--- config.mk ---
export PLATFORM = sky130hd
export DESIGN_NAME = dacf_control
export DESIGN_NICKNAME = d
export VERILOG_FILES = /design/src/rtl/dacf_pkg.sv /design/src/rtl/dacf_word_if.sv /design/src/rtl/dacf_control.sv /design/src/rtl/dacf_formatter.sv
export SDC_FILE = /design/constraint.sdc
export NUM_CORES = 1
export LEC_CHECK = 0
export BUFFER_PORTS_ARGS = -buffer_cell sky130_fd_sc_hd__buf_2
export CAP_MARGIN = 20
export CORE_MARGIN = 1
export CORE_UTILIZATION = 43
export CTS_CLUSTER_DIAMETER = 30
export DETAILED_ROUTE_END_ITERATION = 10
export GPL_TIMING_DRIVEN = 0
export PLACE_DENSITY = 0.77
export SETUP_SLACK_MARGIN = 0.1
export SYNTH_ARGS = -nofsm -noshare
export SYNTH_HDL_FRONTEND = slang
export SYNTH_SLANG_ARGS = --single-unit
--- constraint.sdc ---
create_clock -name sys_clk -period 1.69 [get_ports sys_clk]
set_input_delay 0.0845 -clock sys_clk [delete_from_list [all_inputs] [get_ports sys_clk]]
set_output_delay 0.0845 -clock sys_clk [all_outputs]
set_load 0.02 [all_outputs]
--- src/rtl/dacf_pkg.sv ---
// ============================================================
// Shared constants of the second converter control block
package dacf_pkg;

   // ============================================================
   // Register map
   localparam logic [7:0] ADDR_LOW_BYTE = 8'hD5;
   localparam logic [7:0] ADDR_HIGH_BYTE = 8'hD6;
   localparam logic [7:0] ADDR_CONTROL = 8'hD7;

   // ============================================================
   // Control field layout
   localparam int CTRL_ENABLE_BIT = 7;
   localparam int CTRL_MODE_LSB = 3;
   localparam int CTRL_MODE_MSB = 4;
   localparam int CTRL_FORMAT_LSB = 0;
   localparam int CTRL_FORMAT_MSB = 2;
   // Writable bits; bits 6 and 5 read back as zero
   localparam logic [7:0] CTRL_WRITE_MASK = 8'h9F;

   // ============================================================
   // Update mode codes
   localparam logic [1:0] MODE_ON_HIGH_WRITE = 2'h0;
   localparam logic [1:0] MODE_TIMER3 = 2'h1;
   localparam logic [1:0] MODE_TIMER4 = 2'h2;
   localparam logic [1:0] MODE_TIMER2 = 2'h3;

   // ============================================================
   // Data format codes (any code with bit 2 set is the 8:4 split)
   localparam logic [2:0] FORMAT_4_8 = 3'h0;
   localparam logic [2:0] FORMAT_5_7 = 3'h1;
   localparam logic [2:0] FORMAT_6_6 = 3'h2;
   localparam logic [2:0] FORMAT_7_5 = 3'h3;

   // ============================================================
   // Reset values
   localparam logic [7:0] RESET_CONTROL = 8'h00;
   localparam logic [7:0] RESET_LOW_BYTE = 8'h00;
   localparam logic [7:0] RESET_HIGH_BYTE = 8'h00;
   localparam logic [11:0] RESET_CODE = 12'h000;

endpackage : dacf_pkg

--- src/rtl/dacf_word_if.sv ---
`timescale 1ns/1ps
// ============================================================
// Latched bytes and format going to the word formatter
interface dacf_word_if;
   logic [7:0] high_byte;
   logic [7:0] low_byte;
   logic [2:0] format;
   logic [11:0] word;

   modport source (
      output high_byte,
      output low_byte,
      output format,
      input word
   );

   modport formatter (
      input high_byte,
      input low_byte,
      input format,
      output word
   );
endinterface : dacf_word_if

--- src/rtl/dacf_control.sv ---
`timescale 1ns/1ps
// How it works
// Enable clear: output off, converter shut down
// Enable set: output driven, converter running
// Control bits 6:5 read zero, ignore writes
// Mode 00: latch updates on high-byte write
// Mode 01: latch updates on timer 3 overflow
// Mode 10: latch updates on timer 4 overflow
// Mode 11: latch updates on timer 2 overflow
// Format 000: high[3:0] then whole low byte
// Format 001: high[4:0] then low[7:1]
// Format 010: high[5:0] then low[7:2]
// Format 011: high[6:0] then low[7:3]
// Format 1xx: whole high then low[7:4]
// Mode 00: low write held until high write
// Timer modes: both bytes held until overflow
// Low-byte read returns last written value
// High-byte read returns high input latch
// Reset clears holds, latches and control
module dacf_control (
   input wire logic sys_clk,
   input wire logic rst,
   input wire logic [7:0] sfr_addr,
   input wire logic [7:0] sfr_wdata,
   input wire logic sfr_wr,
   output logic [7:0] sfr_rdata,
   input wire logic timer2_overflow,
   input wire logic timer3_overflow,
   input wire logic timer4_overflow,
   output logic [11:0] converter_code,
   output logic converter_output_enable,
   output logic converter_shutdown
);

   // ============================================================
   // Decoded write strobes
   logic write_low;
   logic write_high;
   logic write_control;

   assign write_low = sfr_wr && (sfr_addr == dacf_pkg::ADDR_LOW_BYTE);
   assign write_high = sfr_wr && (sfr_addr == dacf_pkg::ADDR_HIGH_BYTE);
   assign write_control = sfr_wr && (sfr_addr == dacf_pkg::ADDR_CONTROL);

   // ============================================================
   // Control register
   logic [7:0] control_reg;
   logic [7:0] control_next;
   logic converter_enable;
   logic [1:0] update_mode_field;
   logic [2:0] data_format_field;

   always_comb begin
      control_next = control_reg;
      if (write_control) begin
         control_next = sfr_wdata & dacf_pkg::CTRL_WRITE_MASK;
      end
   end

   always_ff @(posedge sys_clk or posedge rst) begin
      if (rst) begin
         control_reg <= dacf_pkg::RESET_CONTROL;
      end else begin
         control_reg <= control_next;
      end
   end

   assign converter_enable = control_reg[dacf_pkg::CTRL_ENABLE_BIT];
   assign update_mode_field = control_reg[dacf_pkg::CTRL_MODE_MSB:dacf_pkg::CTRL_MODE_LSB];
   assign data_format_field =
      control_reg[dacf_pkg::CTRL_FORMAT_MSB:dacf_pkg::CTRL_FORMAT_LSB];

   // ============================================================
   // Holding registers: what software last wrote
   logic [7:0] low_hold_reg;
   logic [7:0] low_hold_next;
   logic [7:0] high_hold_reg;
   logic [7:0] high_hold_next;

   always_comb begin
      low_hold_next = low_hold_reg;
      high_hold_next = high_hold_reg;
      if (write_low) begin
         low_hold_next = sfr_wdata;
      end
      if (write_high) begin
         high_hold_next = sfr_wdata;
      end
   end

   always_ff @(posedge sys_clk or posedge rst) begin
      if (rst) begin
         low_hold_reg <= dacf_pkg::RESET_LOW_BYTE;
         high_hold_reg <= dacf_pkg::RESET_HIGH_BYTE;
      end else begin
         low_hold_reg <= low_hold_next;
         high_hold_reg <= high_hold_next;
      end
   end

   // ============================================================
   // Update event selection
   logic update_event;

   always_comb begin
      unique case (update_mode_field)
         dacf_pkg::MODE_ON_HIGH_WRITE: begin
            update_event = write_high;
         end
         dacf_pkg::MODE_TIMER3: begin
            update_event = timer3_overflow;
         end
         dacf_pkg::MODE_TIMER4: begin
            update_event = timer4_overflow;
         end
         dacf_pkg::MODE_TIMER2: begin
            update_event = timer2_overflow;
         end
      endcase
   end

   // ============================================================
   // Converter input latches
   // The hold values of this very cycle are copied, so a write that
   // meets an overflow in the same cycle is not left behind.
   logic [7:0] low_latch_reg;
   logic [7:0] low_latch_next;
   logic [7:0] high_latch_reg;
   logic [7:0] high_latch_next;

   always_comb begin
      low_latch_next = low_latch_reg;
      high_latch_next = high_latch_reg;
      if (update_event) begin
         low_latch_next = low_hold_next;
         high_latch_next = high_hold_next;
      end
   end

   always_ff @(posedge sys_clk or posedge rst) begin
      if (rst) begin
         low_latch_reg <= dacf_pkg::RESET_LOW_BYTE;
         high_latch_reg <= dacf_pkg::RESET_HIGH_BYTE;
      end else begin
         low_latch_reg <= low_latch_next;
         high_latch_reg <= high_latch_next;
      end
   end

   // ============================================================
   // Word justification
   dacf_word_if word_bus ();

   assign word_bus.high_byte = high_latch_reg;
   assign word_bus.low_byte = low_latch_reg;
   assign word_bus.format = data_format_field;

   dacf_formatter u_formatter (
      .word_bus(word_bus.formatter)
   );

   // ============================================================
   // Converter-facing outputs
   // Registered so the analog side sees clean edges; costs one cycle.
   logic [11:0] code_reg;
   logic [11:0] code_next;
   logic output_enable_reg;
   logic output_enable_next;
   logic shutdown_reg;
   logic shutdown_next;

   always_comb begin
      code_next = word_bus.word;
      output_enable_next = converter_enable;
      shutdown_next = !converter_enable;
   end

   always_ff @(posedge sys_clk or posedge rst) begin
      if (rst) begin
         code_reg <= dacf_pkg::RESET_CODE;
         output_enable_reg <= 1'h0;
         shutdown_reg <= 1'h1;
      end else begin
         code_reg <= code_next;
         output_enable_reg <= output_enable_next;
         shutdown_reg <= shutdown_next;
      end
   end

   assign converter_code = code_reg;
   assign converter_output_enable = output_enable_reg;
   assign converter_shutdown = shutdown_reg;

   // ============================================================
   // Read data, one cycle after the address
   logic [7:0] rdata_reg;
   logic [7:0] rdata_next;

   always_comb begin
      unique case (sfr_addr)
         dacf_pkg::ADDR_LOW_BYTE: begin
            rdata_next = low_hold_reg;
         end
         dacf_pkg::ADDR_HIGH_BYTE: begin
            rdata_next = high_latch_reg;
         end
         dacf_pkg::ADDR_CONTROL: begin
            rdata_next = control_reg;
         end
         default: begin
            rdata_next = 8'h00;
         end
      endcase
   end

   always_ff @(posedge sys_clk or posedge rst) begin
      if (rst) begin
         rdata_reg <= 8'h00;
      end else begin
         rdata_reg <= rdata_next;
      end
   end

   assign sfr_rdata = rdata_reg;

endmodule : dacf_control

--- src/rtl/dacf_formatter.sv ---
`timescale 1ns/1ps
// ============================================================
// Justifies the 12-bit word out of the two latched bytes
module dacf_formatter (
   dacf_word_if.formatter word_bus
);

   always_comb begin
      if (word_bus.format[2]) begin
         word_bus.word = {word_bus.high_byte, word_bus.low_byte[7:4]};
      end else begin
         unique case (word_bus.format)
            dacf_pkg::FORMAT_4_8: begin
               word_bus.word = {word_bus.high_byte[3:0], word_bus.low_byte};
            end
            dacf_pkg::FORMAT_5_7: begin
               word_bus.word = {word_bus.high_byte[4:0], word_bus.low_byte[7:1]};
            end
            dacf_pkg::FORMAT_6_6: begin
               word_bus.word = {word_bus.high_byte[5:0], word_bus.low_byte[7:2]};
            end
            default: begin
               word_bus.word = {word_bus.high_byte[6:0], word_bus.low_byte[7:3]};
            end
         endcase
      end
   end

endmodule : dacf_formatter

==> results of run 1 <==
-- cell usage after synthesis --
library cell / n / area, µm²
mux2_1: 2 / 22.5
dfrtp_1: 59 / 1480
nand2_1: 8 / 30.0
o21ai_0: 7 / 35.0
a22oi_1: 8 / 60.1
nor2_1: 12 / 45.0
dfstp_2: 1 / 26.3
nand4b_4: 1 / 23.8
buf_2: 3 / 15.0
a21oi_1: 4 / 20.0
nor2b_4: 2 / 27.5
mux2i_1: 21 / 210
nor3_2: 1 / 10.0
a31oi_2: 1 / 12.5
nand3b_4: 1 / 20.0
or3b_2: 1 / 8.76
nor3b_4: 2 / 37.5
mux2_2: 51 / 574
clkbuf_1: 4 / 15.0
inv_1: 2 / 7.51
buf_6: 3 / 33.8
buf_4: 1 / 7.51
-- power breakdown --
| group | internal, W | switching, W |
|---|---|---|
| logic | 0.000187 | 0.000203 |
| registers | 0.00152 | 0.0000605 |
| clock network | 0.000946 | 0.000549 |
-- cell type report --
class,instances,area (µm²),area share [%]
Buffer,10,78.8,2.37
Clock buffer,12,165,4.96
Clock inverter,4,70.1,2.10
Inverter,2,7.51,0.225
Multi-Input combinational cell,122,1150,34.4
Sequential cell,60,1500,45.1
Tap cell,75,93.8,2.82
Timing Repair Buffer,47,268,8.04
-- placed cells by master, fill, tap and decap left out, types with 2 or more instances in the layout --
cell	count
clkinv_2	2
mux2_2	51
nor2b_4	2
nor2_1	12
nor3b_4	2
nand2_1	8
clkbuf_1	2
clkbuf_8	12
dfrtp_1	59
dlygate4sd3_1	2
mux2i_1	21
a22oi_1	8
buf_2	43
buf_6	3
mux2_1	2
bufinv_16	2
o21ai_0	7
a21oi_1	4
buf_4	4
-- through the flow --
stage          hold WS [ns]  total power, W  std cells
2_1_floorplan         0.201         0.00186        195
3_3_place_gp          0.325         0.00198        311
3_5_place_dp          0.186         0.00199        312
4_1_cts             0.00413         0.00350        333
5_1_grt              0.0154         0.00362        332
6_report             0.0117         0.00347        332
-- critical path: stages (launching register included) --
cell and delay (ns):
dfrtp_1 0.39, mux2i_1 0.21, a21oi_1 0.11, a31oi_4 0.21, buf_4 0.19, mux2_2 0.34
-- cell families after synthesis --
kind of cell | after synthesis | synth area share [%]
simple gates | 28 | 7.46
flops | 60 | 55.3
buf+inv | 13 | 2.90
compound gates | 20 | 4.69
mux | 74 | 29.7
-- routing by layer --
metal	vias up	GRT usage [%]	wire length, µm
met5	-	0	0
met4	0	9.11	89
met3	10	4.67	250
met2	46	29.8	2530
met1	804	24.4	2460
li1	810	-	-
-- worst max path at each step --
stage | startpoint | to | slack (ns)
floorplan | rst | control_reg[0]$_DFFE_PP0P_ | 0.12
global placement | rst | high_latch_reg[6]$_DFFE_PP0P_ | -0.51
detailed placement | sfr_addr[1] | high_latch_reg[7]$_DFFE_PP0P_ | -0.13
CTS | control_reg[2]$_DFFE_PP0P_ | converter_code[10]$_DFF_PP0_ | 0.12
global route | control_reg[3]$_DFFE_PP0P_ | high_latch_reg[5]$_DFFE_PP0P_ | 0.008
finish | control_reg[3]$_DFFE_PP0P_ | high_latch_reg[4]$_DFFE_PP0P_ | 0.12
-- timing repair --
item | CTS | global route
endpoints found under the hold margin | 27 | 0
setup buffers | 3 | 0
hold buffers | 2 | 0
endpoints found under the setup margin | 16 | 24
resized for setup | 1 | 4
==> results.txt, run 1 <==
----------------------------------------------------
[Status]
  Status ... completed

[Global routing]
  Largest net degree at the start of global routing ... 34
  Number of antenna violations at the first check in global routing ... 0
  Global-route wire length before repair ... 8.89 mm
  Aggregate global-route resource usage ... 19.0%
  Number of global-route vias before repair ... roughly 1,700
  Global-route congestion overflow total ... 0

[STA]
  Final hold violation count ... 0
  Slack of the critical path ... 0.124 ns
  Final total negative setup slack ... 0 ns
  Period minus WS final ... 1.57 ns
  Setup repair after global routing missed its margin ... yes
  Period utilization ... 92.6%
  Clk_skew ... around 0.0063 ns
  Final setup violation count ... 0
  Measured slew at the worst slew-check pin ... between 0.6 and 0.7 ns
  Max-Slew Margin vs Limit ... between 50% and 60%
  Number of max-slew violations in the final report ... 0
  Upper clock frequency limit ... 0.639 GHz

[Synthesis]
  Post-synthesis area per instance ... 13.9 µm²
  Post-synthesis instance area ... ~2700 µm²
  Number of warnings reported in the yosys synthesis log ... 0
  Post-synthesis sequential area ratio ... a little under three fifths
  Post-synthesis cell count ... 195
  Synthesized net count ... 217
  Yosys cell types ... 22
  Flip-flop and latch count after synthesis ... 60

[CTS]
  Clock net sink count ... 60
  Root buffer cell ... clkbuf_8
  H-tree levels ... 3
  Clk slew on worst S/H paths ... 0.07 ns
  Clock tree from TritonCTS ... built
  Number of buffers on the longest clock path ... 2
  Clock latency reported for the late side of the worst-skew pair ... 0.34 ns
  TritonCTS buffer count ... 9

[Layout]
  Ant diodes ... 0
  Flip-flop count of the largest register, all copies and words added ... 12
  Area growth from synthesis to layout ... 22.5%
  Core utilization of the finished layout ... approximately 55%
  Total non-filler cell area in the finished layout ... about 3300 µm²
  Count of filler cells inserted in the layout ... 509
  Post-layout nets ... 274
  Layout cell share with drive strength beyond 1 ... between 50% and 60%

[Placement]
  Standard cell area after detailed placement ... 3050 µm²
  DPL Wire Length ... 3.78 mm
  Port buffer count ... 41
  Worst setup slack before clock tree synthesis ... -0.126 ns
  GP Congestion ... 0.736

[Floorplanning]
  I/O pin count ... 44
  Chip Height ... 81.5 µm
  Area of the placeable core ... 6030 µm²
  Initial core utilization ... 45.1%
  Die area ... 6640 µm²
  Die width ... a little over 80 µm
  # rows ... 28

[Detailed routing]
  Overall routed net length ... about 5.3 mm
  Number of DRC violations after detailed routing ... 0
  Initial drt markers ... 83
  Vias after detailed routing ... 1,670
  Initial DRT Pass Iterations ... 6
  Avg Vias per Cell ... 5.03
  DR WL/cell ... 16.1 µm
  ANT nets after route ... 0

[Setup path]
  CP Data Arrival Time ... 1.79 ns
  Worst Path Class, Setup ... flop to flop
  CP Capture Type ... flop
  Minimum setup slack among reg-to-reg paths ... 0.12 ns
  Worst setup SP type ... flop
  Critical R2R Launch ... control_reg[3]$_DFFE_PP0P_
  Endpoint of the lowest-slack register-to-register path ... high_latch_reg[4]$_DFFE_PP0P_
  Critical path peak fanout ... 5
  Logic depth of the worst register-to-register path ... 5
  CP Data Required Time ... roughly 1.9 ns

[Pwr]
  Static leakage power ... approximately 1.7 nW
  Highest ir drop seen on vdd ... 0.000623 V
  Pwr Density ... 1040 nW/µm²

[Worst hold path]
  Hold crit path type ... input pin to flop
  Endpoint of the worst hold path ... low_hold_reg[5]$_DFF_PP0_
  Min-delay src ... sfr_wdata[5]
  Hold Path Depth ... 2

[Flow run]
  Max-cap violations ... 0

----------------------------------------------------
(Power assumes the default switching activity.)
==> run 2: changes to the inputs <==
==> constraint.sdc (replaced) <==
create_clock -name sys_clk -period 1.69 [get_ports sys_clk]
set_input_delay 0.338 -clock sys_clk [delete_from_list [all_inputs] [get_ports sys_clk]]
set_output_delay 0.338 -clock sys_clk [all_outputs]
set_load 0.02 [all_outputs]
==> run 2 against run 1 <==
Net effect:
- combinational power is 5% higher
- via count is 3.3% higher
- flip-flop and latch count stayed put
- first-iteration DRC count is 13% higher
- global-route usage is 0.66 points higher
- clock skew hardly changed
- final area is 0.49% higher
- fmax hardly changed
- count of clock-buffer cells in the layout is 1 lower
- sequential power hardly changed
- highest routed layer unchanged
- setup slack hardly changed
- utilization is 0.27 points higher
==> results.txt, run 2 (synthesis gave the netlist of run 1 again) <==
----------------------------------------------------
[Pwr]
  Cell-internal power ... between 0.002 and 0.0025 W
  Static leakage power ... 1.67 nW
  Total power consumption of the routed design ... 0.00311 W
  Highest ir drop seen on vdd ... a little under 0.0004 V
  Sequential Power Share ... 51.2%
  Proportion of power drawn by the clock network ... 35.7%
  Pwr Density ... 930 nW/µm²
  Net Sw Frac ... 26.5%
  Reported net switching power ... 0.000825 W
  Share of power burned in combinational logic ... 13.2%

[Status]
  Status ... completed

[CTS]
  Hold buffer count at cts ... 0
  Clock latency reported for the late side of the worst-skew pair ... 0.34 ns
  Clock tree from TritonCTS ... built
  Number of buffers on the longest clock path ... 2
  Root buffer cell ... clkbuf_8
  Clock net sink count ... 60
  H-tree levels ... 3
  Clk slew on worst S/H paths ... roughly 0.070 ns
  TritonCTS buffer count ... 9

[STA]
  Clk_skew ... 0.00663 ns
  Upper clock frequency limit ... 0.639 GHz
  Final total negative setup slack ... 0 ns
  Final hold violation count ... 0
  Setup repair after global routing missed its margin ... yes
  Period minus WS final ... about 1.6 ns
  Tightest hold margin ... 0.0423 ns
  Final setup violation count ... 0
  Period utilization ... 92.7%
  Measured slew at the worst slew-check pin ... 0.645 ns
  Number of max-slew violations in the final report ... 0
  Max-Slew Margin vs Limit ... 56.8%

[Global routing]
  Global-route wire length before repair ... slightly above 9 mm
  Global-route congestion overflow total ... 0
  Aggregate global-route resource usage ... 19.6%
  Number of global-route vias before repair ... around 1,800
  Largest net degree at the start of global routing ... 38
  Number of antenna violations at the first check in global routing ... 0

[Setup path]
  CP Capture Type ... flop
  CP Data Required Time ... 1.91 ns
  Worst setup SP type ... flop
  CP Data Arrival Time ... 1.79 ns
  Critical path peak fanout ... 10
  Worst Path Class, Setup ... flop to flop

[Layout]
  Ant diodes ... 0
  Area occupied by multi-input gates ... between 1000 and 1500 µm²
  Layout cell share with drive strength beyond 1 ... 53.3%
  Top library cells by usage in the layout, fill and taps aside ... dfrtp_1, buf_2, mux2_2, mux2i_1, mux2_4
  Area growth from synthesis to layout ... 23.1%
  Count of filler cells inserted in the layout ... 495
  Core utilization of the finished layout ... ~56%
  Post-layout nets ... 274
  Flip-flop count of the largest register, all copies and words added ... 12
  Total area of sequential cells ... 1500 µm²
  Most common cell after layout, fill and taps aside ... dfrtp_1

[Detailed routing]
  ANT nets after route ... 0
  Number of DRC violations after detailed routing ... 0
  Overall routed net length ... 5.69 mm
  Initial drt markers ... 94
  DR WL/cell ... 17.1 µm
  Avg Vias per Cell ... 5.20
  Vias after detailed routing ... 1,725
  Initial DRT Pass Iterations ... 5

[Floorplanning]
  Die width ... 81.5 µm
  I/O pin count ... 44
  # rows ... 28
  Die area ... 6640 µm²
  Area of the placeable core ... 6030 µm²
  Initial core utilization ... 45.1%
  Chip Height ... 81.5 µm

[Placement]
  DPL Wire Length ... 3.84 mm
  GP Congestion ... around 0.74
  Port buffer count ... 41

[Flow run]
  Max-cap violations ... 0

[Worst hold path]
  Hold crit path type ... input pin to asynchronous set/reset pin

----------------------------------------------------
run 2: cell count changes in the layout (fill, tap and decap cells not counted), sizes merged:
cell	delta
clkbuf	-2
clkinvlp	+2
dlygate4sd3	-2
buf	+3
inv	-1
clkinv	+2
bufinv	-2
run 2: worst max-delay path, stage by stage, from the launching register on:
cell	delay, ns
dfrtp_2	0.40
mux2i_1	0.23
a21oi_2	0.09
a31oi_4	0.20
buf_8	0.19
mux2_2	0.35
run 2: final timing paths:
check	startpoint	endpoint	slack, ns	cells after the start
min in group sys_clk	sfr_wdata[7]	control_reg[7]$_DFFE_PP0P_	0.25	3
worst max register to register	control_reg[3]$_DFFE_PP0P_	low_latch_reg[4]$_DFFE_PP0P_	0.12	5
worst max-delay path	control_reg[3]$_DFFE_PP0P_	low_latch_reg[4]$_DFFE_PP0P_	0.12	5
worst min register to register	control_reg[7]$_DFFE_PP0P_	converter_output_enable$_DFF_PP0_	0.40	0
max in group asynchronous	rst	control_reg[3]$_DFFE_PP0P_	1.08	3
worst min-delay path	rst	sfr_rdata[4]$_DFF_PP0_	0.04	2
run 2: what timing repair did:
item                       in CTS  in global routing
setup endpoints to repair      22                 24
pin swaps                       1                  0
gates resized for setup         2                 10
gates cloned                    0                  0
buffers inserted                5                  1
run 2: layer usage:
metal | global-route usage [%] | part of all wire [%] | up-vias
met5 | 0 | 0 | -
met4 | 12.3 | 1.9 | 0
met3 | 4.33 | 4.5 | 7
met2 | 29.2 | 48 | 43
met1 | 25.9 | 46 | 864
li1 | - | - | 811
run 2: power by group through the flow:
stage / sequential [W] / clock [W] / combinational, W
5_1_grt: 0.00160 / 0.00120 / 0.000447
3_5_place_dp: 0.00161 / 0 / 0.000399
4_1_cts: 0.00158 / 0.00114 / 0.000408
2_1_floorplan: 0.00163 / 0 / 0.000245
3_3_place_gp: 0.00161 / 0 / 0.000384
6_report: 0.00159 / 0.00111 / 0.000409
run 2: area by class of cell:
| class | count | share of cell area [%] |
|---|---|---|
| buffer | 9 | 2.69 |
| clock buffer | 11 | 4.22 |
| multi-input combinational | 122 | 36.0 |
| tap | 75 | 2.80 |
| sequential | 60 | 44.9 |
| inverter | 2 | 0.336 |
| timing repair buffer | 48 | 8.18 |
| clock inverter | 5 | 0.822 |
run 2: per-stage QoR:
| step | instances | setup slack [ns] | cell area, µm² |
|---|---|---|---|
| finish | 332 | 0.124 | 3350 |
| global route | 332 | 0.0426 | 3350 |
| CTS | 333 | 0.0965 | 3310 |
| detailed placement | 312 | -0.409 | 3100 |
| global placement | 311 | -0.368 | 3080 |
| floorplan | 195 | -0.0931 | 2780 |
